`src/core/cis_pkg.sv`:
```
package cis_pkg;
  // ----------------------------------------------------------------
  // geometry
  // ----------------------------------------------------------------
  localparam int NUM_CH    = 16;
  localparam int NUM_LINE  = 8;
  localparam int CH_W      = 4;
  localparam int LINE_W    = 3;
  localparam int UNIT_W    = 6;
  localparam int BYTE_W    = 8;
  localparam int DEFER_MAX = 3;
  localparam int DEFER_W   = 2;
  localparam int ADDR_W    = 12;

  // ----------------------------------------------------------------
  // timing: one channel scanned per tick, all within the period
  // ----------------------------------------------------------------
  localparam int CLK_HZ         = 50_000_000;
  localparam int SCAN_PERIOD_MS = 500;
  localparam int SCAN_TICK_CYC  = CLK_HZ / 1000 * SCAN_PERIOD_MS / NUM_CH;

  // ----------------------------------------------------------------
  // register map (byte addresses)
  // ----------------------------------------------------------------
  localparam logic [11:0] ADDR_CTRL = 12'h000;
  localparam logic [11:0] ADDR_CMD  = 12'h004;
  localparam logic [11:0] ADDR_STAT = 12'h008;
  localparam logic [3:0]  PAGE_CH   = 4'h1;
  localparam logic [3:0]  PAGE_LINE = 4'h2;
  localparam logic [1:0]  CH_LVL    = 2'h0;
  localparam logic [1:0]  CH_SCAN   = 2'h1;
  localparam logic [1:0]  CH_STAT   = 2'h2;
  localparam logic [1:0]  CH_DEFER  = 2'h3;

  // ctrl and command fields
  localparam int CTRL_INIT_BIT   = 0;
  localparam int CTRL_LVLCHG_BIT = 1;
  localparam int CTRL_LOAD_BIT   = 2;
  localparam int CTRL_LINE_LSB   = 4;
  localparam int CMD_UNIT_LSB    = 4;
  localparam int CMD_OP_LSB      = 10;
  localparam int CMD_LVL_LSB     = 16;
  localparam int CMD_RET_LSB     = 24;

  // scan control byte bits and status byte bit
  localparam int SCAN_EN_BIT    = 0;
  localparam int SCAN_FLAG_BIT  = 1;
  localparam int SCAN_TERM_BIT  = 2;
  localparam int SCAN_START_BIT = 3;
  localparam int STAT_CHG_BIT   = 3;

  localparam logic [7:0] RST_BYTE = 8'h00;

  typedef enum logic [1:0] {
    CIS_OP_INTCTL,
    CIS_OP_CHINIT,
    CIS_OP_RSV2,
    CIS_OP_RSV3
  } cis_op_e;

  typedef enum logic {
    CIS_IRQ_IDLE,
    CIS_IRQ_WAIT
  } cis_irq_e;
endpackage

```
`src/core/cis_core.sv`:
```
`timescale 1ns/1ps
`default_nettype none
module cis_core
  import cis_pkg::*;
#(
  parameter int SCAN_TICK = SCAN_TICK_CYC
) (
  input  wire logic                       core_clk_i,
  input  wire logic                       rstn_i,
  // apb slave
  input  wire logic                       psel_i,
  input  wire logic                       penable_i,
  input  wire logic                       pwrite_i,
  input  wire logic [ADDR_W-1:0]          paddr_i,
  input  wire logic [31:0]                pwdata_i,
  output logic                            pready_o,
  output logic [31:0]                     prdata_o,
  output logic                            pslverr_o,
  // unit address switch and adapter status pins
  input  wire logic [UNIT_W-1:0]          unit_sw_i,
  input  wire logic [NUM_LINE*BYTE_W-1:0] adp_status_i,
  // channel program events (same clock)
  input  wire logic                       ccb_start_i,
  input  wire logic                       ccb_done_i,
  input  wire logic                       ccb_intctl_i,
  input  wire logic [CH_W-1:0]            ccb_ch_i,
  input  wire logic                       blk_done_i,
  input  wire logic [CH_W-1:0]            blk_ch_i,
  input  wire logic                       program_interrupt_instruction_exec_i,
  input  wire logic [CH_W-1:0]            program_interrupt_instruction_ch_i,
  // host interrupt handshake
  input  wire logic                       irq_ack_i,
  input  wire logic                       irq_nak_i,
  output logic                            irq_req_o,
  output logic [BYTE_W-1:0]               irq_lvl_o,
  output logic [BYTE_W-1:0]               irq_ret_o,
  output logic [CH_W-1:0]                 irq_ch_o,
  // scan actions and adapter control
  output logic                            ccb_term_o,
  output logic                            prog_start_o,
  output logic [CH_W-1:0]                 scan_ch_o,
  output logic [NUM_LINE*BYTE_W-1:0]      adp_ctrl_o
);

  // ----------------------------------------------------------------
  // parameter check
  // ----------------------------------------------------------------
  if (SCAN_TICK < 1) begin : g_chk
    $error("SCAN_TICK must be at least one cycle");
  end

  // ----------------------------------------------------------------
  // declarations
  // ----------------------------------------------------------------
  logic [BYTE_W-1:0]          lvl_ff   [NUM_CH];  // interrupt level
  logic [BYTE_W-1:0]          ret_ff   [NUM_CH];  // host return chan
  logic [BYTE_W-1:0]          flags_ff [NUM_CH];  // scan control byte
  logic [BYTE_W-1:0]          mask_ff  [NUM_CH];  // change mask
  logic [BYTE_W-1:0]          saved_ff [NUM_CH];  // last recorded status
  logic [BYTE_W-1:0]          stat_ff  [NUM_CH];  // status byte 2
  logic [DEFER_W-1:0]         defer_ff [NUM_CH];  // deferred count
  logic [BYTE_W-1:0]          lctl_ff  [NUM_LINE];// line control byte
  logic [NUM_CH-1:0]          fresh_ff;           // new request pending
  logic [NUM_CH-1:0]          ccbz_ff;            // level zeroed in block
  logic [NUM_CH-1:0]          has_def;            // queue not empty
  logic [UNIT_W-1:0]          unit_s1_ff;         // switch sync stage 1
  logic [UNIT_W-1:0]          unit_ff;            // switch sync stage 2
  logic [NUM_LINE*BYTE_W-1:0] adp_s1_ff;          // status sync stage 1
  logic [NUM_LINE*BYTE_W-1:0] adp_s2_ff;          // status sync stage 2
  logic                       pready_ff;
  logic [31:0]                prdata_ff;
  logic                       pslverr_ff;
  logic [31:0]                rd_data;
  logic                       rd_ok;
  logic                       wr_en;
  logic                       hit_ch;
  logic                       hit_line;
  logic [CH_W-1:0]            a_ch;
  logic [1:0]                 a_reg;
  logic [LINE_W-1:0]          a_line;
  logic                       init_wr;
  logic                       lvlchg_wr;
  logic                       cmd_wr;
  logic [CH_W-1:0]            cmd_ch;
  cis_op_e                    cmd_op;
  logic [BYTE_W-1:0]          cmd_lvl;
  cis_irq_e                   irq_st_ff;
  logic                       irq_req_ff;
  logic [BYTE_W-1:0]          irq_lvl_ff;
  logic [BYTE_W-1:0]          irq_ret_ff;
  logic [CH_W-1:0]            irq_ch_ff;
  logic                       is_fresh_ff;        // current try is new
  logic                       armed_ff;           // retries enabled
  logic [CH_W-1:0]            rr_ff;              // retry start channel
  logic [CH_W:0]              pick_f;
  logic [CH_W:0]              pick_d;
  logic                       irq_done;
  logic [31:0]                tick_cnt_ff;
  logic                       tick;
  logic [CH_W-1:0]            sp_ff;              // channel under scan
  logic [BYTE_W-1:0]          live;
  logic                       chg;
  logic                       ccb_term_ff;
  logic                       prog_start_ff;
  logic [CH_W-1:0]            scan_ch_ff;
  logic                       load_ff;
  logic [LINE_W-1:0]          load_line_ff;
  logic [BYTE_W-1:0]          work_ff;            // working register
  logic [NUM_LINE*BYTE_W-1:0] adp_ctrl_ff;

  // first set bit at or after s, wrapping
  function automatic logic [CH_W:0] cis_pick(
    input logic [NUM_CH-1:0] v,
    input logic [CH_W-1:0]   s
  );
    logic [CH_W:0]   r;
    logic [CH_W-1:0] k;
    r = '0;
    for (int i = NUM_CH - 1; i >= 0; i--) begin
      k = s + CH_W'(i);
      if (v[k]) begin
        r = {1'b1, k};
      end
    end
    return r;
  endfunction

  // ----------------------------------------------------------------
  // input synchronisers
  // ----------------------------------------------------------------
  // pins are asynchronous, stage 1 feeds stage 2 only
  always_ff @(posedge core_clk_i) begin
    if (!rstn_i) begin
      unit_s1_ff <= '0;
      unit_ff    <= '0;
      adp_s1_ff  <= '0;
      adp_s2_ff  <= '0;
    end else begin
      unit_s1_ff <= unit_sw_i;
      unit_ff    <= unit_s1_ff;
      adp_s1_ff  <= adp_status_i;
      adp_s2_ff  <= adp_s1_ff;
    end
  end

  // ----------------------------------------------------------------
  // apb decode
  // ----------------------------------------------------------------
  assign wr_en     = psel_i & penable_i & pready_ff & pwrite_i;
  assign a_ch      = paddr_i[7:4];
  assign a_reg     = paddr_i[3:2];
  assign a_line    = paddr_i[4:2];
  assign hit_ch    = (paddr_i[11:8] == PAGE_CH) && (paddr_i[1:0] == 2'h0);
  assign hit_line  = (paddr_i[11:8] == PAGE_LINE) &&
                     (paddr_i[7:5] == 3'h0) && (paddr_i[1:0] == 2'h0);
  assign init_wr   = wr_en && (paddr_i == ADDR_CTRL) &&
                     pwdata_i[CTRL_INIT_BIT];
  assign lvlchg_wr = wr_en && (paddr_i == ADDR_CTRL) &&
                     pwdata_i[CTRL_LVLCHG_BIT];
  // foreign unit numbers are ignored
  assign cmd_wr    = wr_en && (paddr_i == ADDR_CMD) &&
                     (pwdata_i[CMD_UNIT_LSB +: UNIT_W] == unit_ff);
  assign cmd_ch    = pwdata_i[CH_W-1:0];
  assign cmd_op    = cis_op_e'(pwdata_i[CMD_OP_LSB +: 2]);
  assign cmd_lvl   = pwdata_i[CMD_LVL_LSB +: BYTE_W];

  // read mux
  always_comb begin
    rd_data = '0;
    rd_ok   = 1'b1;
    if (paddr_i == ADDR_CTRL) begin
      rd_data[UNIT_W-1:0] = unit_ff;
    end else if (paddr_i == ADDR_CMD) begin
      rd_data = '0;
    end else if (paddr_i == ADDR_STAT) begin
      rd_data = {has_def, 8'h00, armed_ff, irq_req_ff, 2'h0, irq_ch_ff};
    end else if (hit_ch) begin
      case (a_reg)
        CH_LVL:   rd_data = {16'h0000, ret_ff[a_ch], lvl_ff[a_ch]};
        CH_SCAN:  rd_data = {8'h00, saved_ff[a_ch], mask_ff[a_ch],
                             flags_ff[a_ch]};
        CH_STAT:  rd_data = {24'h000000, stat_ff[a_ch]};
        default:  rd_data = {30'h00000000, defer_ff[a_ch]};
      endcase
    end else if (hit_line) begin
      rd_data = {24'h000000, lctl_ff[a_line]};
    end else begin
      rd_ok = 1'b0;
    end
  end

  // one wait state so every bus output comes from a flop
  always_ff @(posedge core_clk_i) begin
    if (!rstn_i) begin
      pready_ff  <= 1'b0;
      prdata_ff  <= '0;
      pslverr_ff <= 1'b0;
    end else if (psel_i && penable_i && !pready_ff) begin
      pready_ff  <= 1'b1;
      prdata_ff  <= pwrite_i ? 32'h00000000 : rd_data;
      pslverr_ff <= !rd_ok;
    end else begin
      pready_ff  <= 1'b0;
      pslverr_ff <= 1'b0;
    end
  end

  // ----------------------------------------------------------------
  // per-channel table state
  // ----------------------------------------------------------------
  for (genvar c = 0; c < NUM_CH; c++) begin : g_ch
    logic me_cmd;
    logic me_wr;
    logic zero_lvl;
    logic trig;
    logic scan_me;
    assign me_cmd   = cmd_wr && (cmd_ch == CH_W'(c));
    assign me_wr    = wr_en && hit_ch && (a_ch == CH_W'(c));
    assign scan_me  = chg && (sp_ff == CH_W'(c));
    // three host actions zero the level
    assign zero_lvl = init_wr || (me_cmd && ((cmd_op == CIS_OP_CHINIT) ||
                      (cmd_op == CIS_OP_INTCTL && cmd_lvl == RST_BYTE)));
    // any interrupt cause, gated by a live nonzero level
    assign trig = (lvl_ff[c] != RST_BYTE) && (
        (ccb_done_i && ccb_ch_i == CH_W'(c) && ccb_intctl_i &&
         !ccbz_ff[c])
      || (blk_done_i && blk_ch_i == CH_W'(c))
      || (program_interrupt_instruction_exec_i && program_interrupt_instruction_ch_i == CH_W'(c))
      || (scan_me && flags_ff[c][SCAN_TERM_BIT]));
    assign has_def[c] = (defer_ff[c] != '0);

    // level and return channel
    always_ff @(posedge core_clk_i) begin
      if (!rstn_i || zero_lvl) begin
        lvl_ff[c] <= RST_BYTE;
        ret_ff[c] <= (!rstn_i || init_wr) ? RST_BYTE : ret_ff[c];
      end else if (me_cmd && cmd_op == CIS_OP_INTCTL) begin
        lvl_ff[c] <= cmd_lvl;
        ret_ff[c] <= pwdata_i[CMD_RET_LSB +: BYTE_W];
      end else if (me_wr && a_reg == CH_LVL) begin
        lvl_ff[c] <= pwdata_i[7:0];
        ret_ff[c] <= pwdata_i[15:8];
      end
    end

    // remembers a zeroing during the active block
    always_ff @(posedge core_clk_i) begin
      if (!rstn_i) begin
        ccbz_ff[c] <= 1'b0;
      end else if (zero_lvl) begin
        ccbz_ff[c] <= 1'b1;
      end else if (ccb_start_i && ccb_ch_i == CH_W'(c)) begin
        ccbz_ff[c] <= 1'b0;
      end
    end

    // scan bytes: software writes, a scan hit records
    always_ff @(posedge core_clk_i) begin
      if (!rstn_i) begin
        flags_ff[c] <= RST_BYTE;
        mask_ff[c]  <= RST_BYTE;
        saved_ff[c] <= RST_BYTE;
        stat_ff[c]  <= RST_BYTE;
      end else begin
        if (me_wr && a_reg == CH_SCAN) begin
          flags_ff[c] <= pwdata_i[7:0];
          mask_ff[c]  <= pwdata_i[15:8];
          saved_ff[c] <= pwdata_i[23:16];
        end
        if (me_wr && a_reg == CH_STAT) begin
          stat_ff[c] <= pwdata_i[7:0];
        end
        // hardware update last so a set beats a same-cycle write
        if (scan_me) begin
          saved_ff[c] <= live;
          if (flags_ff[c][SCAN_FLAG_BIT]) begin
            stat_ff[c][STAT_CHG_BIT] <= 1'b1;
          end
        end
      end
    end

    // new request flag, set wins over the grant
    always_ff @(posedge core_clk_i) begin
      if (!rstn_i || init_wr) begin
        fresh_ff[c] <= 1'b0;
      end else if (trig) begin
        fresh_ff[c] <= 1'b1;
      end else if (irq_st_ff == CIS_IRQ_IDLE && pick_f[CH_W] &&
                   pick_f[CH_W-1:0] == CH_W'(c)) begin
        fresh_ff[c] <= 1'b0;
      end
    end

    // deferred queue depth
    always_ff @(posedge core_clk_i) begin
      if (!rstn_i || init_wr ||
          (me_cmd && cmd_op == CIS_OP_CHINIT)) begin
        defer_ff[c] <= '0;
      end else if (irq_done && irq_ch_ff == CH_W'(c)) begin
        if (irq_nak_i && is_fresh_ff &&
            defer_ff[c] != DEFER_W'(DEFER_MAX)) begin
          defer_ff[c] <= defer_ff[c] + 1'b1;
        end else if (irq_ack_i && !is_fresh_ff && has_def[c]) begin
          defer_ff[c] <= defer_ff[c] - 1'b1;
        end
        // a refusal against a full queue is dropped
      end
    end
  end

  // ----------------------------------------------------------------
  // interrupt sequencer
  // ----------------------------------------------------------------
  // new requests go first; a queue only retries once armed
  assign pick_f   = cis_pick(fresh_ff, '0);
  assign pick_d   = cis_pick(has_def, rr_ff);
  assign irq_done = (irq_st_ff == CIS_IRQ_WAIT) &&
                    (irq_ack_i || irq_nak_i);

  always_ff @(posedge core_clk_i) begin
    if (!rstn_i || init_wr) begin
      irq_st_ff   <= CIS_IRQ_IDLE;
      irq_req_ff  <= 1'b0;
      irq_lvl_ff  <= RST_BYTE;
      irq_ret_ff  <= RST_BYTE;
      irq_ch_ff   <= '0;
      is_fresh_ff <= 1'b0;
    end else begin
      case (irq_st_ff)
        CIS_IRQ_IDLE: begin
          if (pick_f[CH_W]) begin
            irq_st_ff   <= CIS_IRQ_WAIT;
            irq_req_ff  <= 1'b1;
            irq_ch_ff   <= pick_f[CH_W-1:0];
            irq_lvl_ff  <= lvl_ff[pick_f[CH_W-1:0]];
            irq_ret_ff  <= ret_ff[pick_f[CH_W-1:0]];
            is_fresh_ff <= 1'b1;
          end else if (armed_ff && pick_d[CH_W]) begin
            irq_st_ff   <= CIS_IRQ_WAIT;
            irq_req_ff  <= 1'b1;
            irq_ch_ff   <= pick_d[CH_W-1:0];
            irq_lvl_ff  <= lvl_ff[pick_d[CH_W-1:0]];
            irq_ret_ff  <= ret_ff[pick_d[CH_W-1:0]];
            is_fresh_ff <= 1'b0;
          end
        end
        CIS_IRQ_WAIT: begin
          if (irq_done) begin
            irq_st_ff  <= CIS_IRQ_IDLE;
            irq_req_ff <= 1'b0;
          end
        end
        default: begin
          irq_st_ff  <= CIS_IRQ_IDLE;
          irq_req_ff <= 1'b0;
        end
      endcase
    end
  end

  // retry arming and round-robin pointer
  always_ff @(posedge core_clk_i) begin
    if (!rstn_i || init_wr) begin
      armed_ff <= 1'b0;
      rr_ff    <= '0;
    end else if (lvlchg_wr) begin
      armed_ff <= 1'b1;
      rr_ff    <= '0;
    end else begin
      if (irq_done && !is_fresh_ff) begin
        rr_ff <= irq_ch_ff + 1'b1;
      end
      if (irq_st_ff == CIS_IRQ_IDLE && !pick_d[CH_W]) begin
        armed_ff <= 1'b0;
      end
    end
  end

  // ----------------------------------------------------------------
  // background status scan
  // ----------------------------------------------------------------
  // one channel per tick keeps each line well inside the period
  assign tick = (tick_cnt_ff == 32'(SCAN_TICK - 1));
  assign live = adp_s2_ff[sp_ff[CH_W-1:1]*BYTE_W +: BYTE_W];
  assign chg  = tick && flags_ff[sp_ff][SCAN_EN_BIT] &&
                (((saved_ff[sp_ff] ^ live) & mask_ff[sp_ff]) != '0);

  always_ff @(posedge core_clk_i) begin
    if (!rstn_i) begin
      tick_cnt_ff <= '0;
      sp_ff       <= '0;
    end else if (tick) begin
      tick_cnt_ff <= '0;
      sp_ff       <= sp_ff + 1'b1;
    end else begin
      tick_cnt_ff <= tick_cnt_ff + 1'b1;
    end
  end

  // scan actions out as one-cycle pulses
  always_ff @(posedge core_clk_i) begin
    if (!rstn_i) begin
      ccb_term_ff   <= 1'b0;
      prog_start_ff <= 1'b0;
      scan_ch_ff    <= '0;
    end else begin
      ccb_term_ff   <= chg && flags_ff[sp_ff][SCAN_TERM_BIT];
      prog_start_ff <= chg && flags_ff[sp_ff][SCAN_START_BIT] &&
                       !flags_ff[sp_ff][SCAN_TERM_BIT];
      if (chg) begin
        scan_ch_ff <= sp_ff;
      end
    end
  end

  // ----------------------------------------------------------------
  // line control path
  // ----------------------------------------------------------------
  for (genvar l = 0; l < NUM_LINE; l++) begin : g_line
    always_ff @(posedge core_clk_i) begin
      if (!rstn_i) begin
        lctl_ff[l] <= RST_BYTE;
      end else if (wr_en && hit_line && a_line == LINE_W'(l)) begin
        lctl_ff[l] <= pwdata_i[7:0];
      end
    end
    // both channels of the line share this output
    always_ff @(posedge core_clk_i) begin
      if (!rstn_i) begin
        adp_ctrl_ff[l*BYTE_W +: BYTE_W] <= RST_BYTE;
      end else if (load_ff && load_line_ff == LINE_W'(l)) begin
        adp_ctrl_ff[l*BYTE_W +: BYTE_W] <= work_ff;
      end
    end
  end

  // byte copied into the working register, applied next cycle
  always_ff @(posedge core_clk_i) begin
    if (!rstn_i) begin
      load_ff      <= 1'b0;
      load_line_ff <= '0;
      work_ff      <= RST_BYTE;
    end else begin
      load_ff <= wr_en && (paddr_i == ADDR_CTRL) &&
                 pwdata_i[CTRL_LOAD_BIT];
      if (wr_en && (paddr_i == ADDR_CTRL) && pwdata_i[CTRL_LOAD_BIT]) begin
        load_line_ff <= pwdata_i[CTRL_LINE_LSB +: LINE_W];
        work_ff      <= lctl_ff[pwdata_i[CTRL_LINE_LSB +: LINE_W]];
      end
    end
  end

  // ----------------------------------------------------------------
  // outputs
  // ----------------------------------------------------------------
  assign pready_o     = pready_ff;
  assign prdata_o     = prdata_ff;
  assign pslverr_o    = pslverr_ff;
  assign irq_req_o    = irq_req_ff;
  assign irq_lvl_o    = irq_lvl_ff;
  assign irq_ret_o    = irq_ret_ff;
  assign irq_ch_o     = irq_ch_ff;
  assign ccb_term_o   = ccb_term_ff;
  assign prog_start_o = prog_start_ff;
  assign scan_ch_o    = scan_ch_ff;
  assign adp_ctrl_o   = adp_ctrl_ff;

endmodule
`default_nettype wire

```
`config.mk`:
```
export PLATFORM = sky130hd
export DESIGN_NAME = cis_core
export DESIGN_NICKNAME = d
export VERILOG_FILES = /design/src/core/cis_pkg.sv /design/src/core/cis_core.sv
export SDC_FILE = /design/constraint.sdc
export NUM_CORES = 2
export LEC_CHECK = 0
export BUFFER_PORTS_ARGS = -buffer_cell sky130_fd_sc_hd__buf_2
export CORE_MARGIN = 5
export CORE_UTILIZATION = 25
export CTS_BUF_LIST = sky130_fd_sc_hd__clkbuf_8
export DETAILED_ROUTE_END_ITERATION = 16
export GPL_TIMING_DRIVEN = 0
export PLACE_DENSITY = 0.51
export REMOVE_ABC_BUFFERS = 1
export SYNTH_ARGS = -nofsm -noshare
export SYNTH_HDL_FRONTEND = slang
export SYNTH_SLANG_ARGS = --single-unit
```
`constraint.sdc`:
```
create_clock -name core_clk_i -period 5.7 [get_ports core_clk_i]
set_input_delay 0.285 -clock core_clk_i [delete_from_list [all_inputs] [get_ports core_clk_i]]
set_output_delay 0.285 -clock core_clk_i [all_outputs]
set_load 0.005 [all_outputs]
```
==> qor.csv <==
stage;metric;value;unit
run_status;status;complete, but fails checks;
run_status;violations;capacitance limit, slew limit;
finish;final_cell_mix;edfxtp_1, and2_1, nand2_1;
synth;synth-edff-count;864;
timing;min_period;5.57;ns
timing;slew_headroom;-11.7;%
drt;via_count;59283;
global_routing;globalRouteTotalUtil;19.0;%
clock_tree;clockBufferDepth;3;
global_routing;busiest_layer;met2;
setup_path;crit_path_max_fanout;51;
floorplanning;initial_core_util;25.1;%
clock_tree;clk_pin_slew;0.06;ns
global_routing;antenna_found_initial;21;
placed_design;dp_hpwl;198000;um
setup_path;crit_path_max_incr_delay;0.63;ns
clock_tree;clock-sinks;1220;
global_routing;use_met3;4.79;%
drt;via_per_inst;5.64;
clock_tree;htree_levels;4;
finish;stdcell_count;10512;
global_routing;grt_pass1_wl;412000;um
synth;yosys_warnings;0;
placed_design;pre_cts_ws;-2.33;ns
timing;hold_viol;0;
synth;synth_area;0.0700;mm^2
synth;seq_area_frac_synth;47.3;%
finish;layout_commonest_cell;edfxtp_1;
setup_path;endpoint_kind;register;
floorplanning;core_area;0.279;mm^2
setup_path;slowest_stage;o211ai_1;
drt;post_drt_wl_per_cell;27.6;um
synth;synth_seq_cells;1220;
setup_path;path_class;reg2reg;
synth;async_reset_ff_share;0;%
global_routing;grt-ovfl-total;0;
timing;fin_crit_sh;97.7;%
setup_path;path_delay_family;simple AND/OR/NAND/NOR gates;
timing;fin_tns_setup;0;ns
timing;setup_viol;0;
synth;avgSynthCellArea;11.1;um^2
power;p_per_area;312;mW/mm^2
placed_design;place_congestion;0.905;
setup_path;critPathLaunchType;register;
power;fin_total_pwr;26200;uW
timing;finalMaxSlewViolations;34;
setup_path;critPathBufInv;4;
finish;drive_above_1_share;19.8;%
clock_tree;clock_tree.root_cell;clkbuf_8;
drt;wl;290000;um
setup_path;path_cells;buf_16 -> inv_12 -> ha_4 -> mux4_2 -> mux2i_1 -> nand2_1 -> a21oi_1 -> a31oi_1 -> o211ai_1 -> or3_4 -> buf_4 -> nor3b_4 -> buf_8 -> a22oi_1 -> nand4_1 -> o2bb2ai_1;
synth;yosys.cell_types.count;105;
timing;tightest_slew;1.67;ns
synth;syn_inst;6280;
drt;detail-route-antenna-nets;0;
timing;fmax;180;MHz
clock_tree;cts_tree;done;
timing;fin_skew;0.105;ns
timing;setup_slack;0.133;ns
finish;final_util;30.1;%
floorplanning;die_w;539;um
drt;first_iter_violations;7415;
setup_path;arrival;6.51;ns
floorplanning;io_pins;263;
clock_tree;insertion_delay;1.06;ns
power;p_leak;0.0291;uW
floorplanning;die_h;539;um
job;cap_violations;3;
global_routing;globalRouteMet2Util;30.4;%
floorplanning;dieArea;0.291;mm^2
timing;rsz0062_at_grt;false;
setup_path;cp.required;6.64;ns
placed_design;numPortBuffers;262;
power;ir_drop;253;uV
drt;first_pass_iters;6;
floorplanning;num_rows;194;
finish;nets;6798;
hold_path;hold_class;in2reg;
finish;synthToLayoutAreaGrowth;19.9;%
global_routing;use_met1;23.4;%
drt;drc;0;
clock_tree;cts_buffers;217;
placed_design;place_inst;9800;
synth;synth_flop_cell;edfxtp_1;
global_routing;grt_max_degree;118;
global_routing;grt_pass1_vias;57033;
area by class of cell:
type,count,area [um^2]
Timing Repair Buffer,700,6800
Multi-Input combinational cell,4395,34900
Antenna cell,11,27.5
Clock buffer,236,3250
Sequential cell,1220,33100
Clock inverter,161,942
Inverter,65,263
Fill cell,28444,195000
Tap cell,3724,4660
report_power, final:
part | internal (uW) | switching (uW)
sequential | 9790 | 318
clock | 4110 | 4000
combinational | 2820 | 5140
path summary, 6_finish.rpt:
kind                        end  cells past startpoint  slack, ns     startpoint
setup / recovery   irq_lvl_o[5]                     16       0.13       rr_ff[0]
hold / removal    stat_ff[0][3]                      3       0.07    pwdata_i[3]
setup reg to reg   irq_lvl_o[5]                     16       0.13       rr_ff[0]
hold reg to reg   adp_s2_ff[46]                      1       0.40  adp_s1_ff[46]
per-stage QoR:
step | cell area [um^2] | hold WS, ns
3_5_place_dp | 76500 | 0.417
4_1_cts | 83700 | 0.000883
5_1_grt | 83900 | 0.0400
3_3_place_gp | 73600 | 0.414
2_1_floorplan | 67600 | 0.407
6_report | 83900 | 0.0674
cells in the mapped netlist (all sizes together), types with 28 or more instances:
cell type  count  share of area (%)
mux4         406                 13
dfxtp        356                 10
a22oi         49               0.53
inv           63               0.34
o22ai         44               0.41
a21oi        231                1.7
nor2         458                2.5
o21ai        253                1.8
o211ai        32               0.35
nor4          62               0.58
edfxtp       864                 37
a221oi       314                3.9
nand2b        60               0.54
nand4         32               0.29
mux2          38               0.61
ha            61                1.1
nand3        199                1.4
clkbuf       457                2.5
or2           28               0.25
a31oi         53               0.47
a22o         264                3.3
nor2b         29               0.26
buf          145               0.98
a211oi        82               0.88
nor3         137                1.0
and2         523                4.7
mux2i        134                1.9
xnor2         37               0.47
nand2        524                2.8
xor2          33               0.41
kinds of logic after synthesis:
| family | synth area share, % |
|---|---|
| adders and majority gates | 1.09 |
| xor gates and xnor gates | 0.887 |
| buffers and inverters | 3.78 |
| DFF | 47.3 |
| and+or+nand+nor | 15.4 |
| AOI/OAI and AO/OA | 16.0 |
| muxes | 15.6 |
layer usage:
metal  routed length (um)  vias up
met4                17800       16
li1                     -    25063
met5                  123        -
met1               110000    29781
met2               134000     3630
met3                28300      793
tightest hold or removal path: cells and delay by family:
family                 cells  cell delay, ns
and+or+nand+nor            2            0.20
buffers and inverters      1            0.31
sequential cells by signal, summed over array words and instances, names as in the netlist, 64 cells and up, named ones only:
| signal | cells |
|---|---|
| adp_ctrl_o | 64 |
| adp_s1_ff | 64 |
| adp_s2_ff | 64 |
| flags_ff | 128 |
| lctl_ff | 64 |
| lvl_ff | 128 |
| mask_ff | 128 |
| ret_ff | 128 |
| saved_ff | 128 |
| stat_ff | 128 |
timing repair:
item | in CTS | in global routing
endpoints found under the hold margin | 482 | 19
setup buffers | 22 | 5
pin swaps | 7 | 1
cloned | 3 | 0
setup endpoints to repair | 221 | 72
hold buffers | 270 | 1
gates resized for setup | 26 | 14
Power figures use the tool's default switching activity.
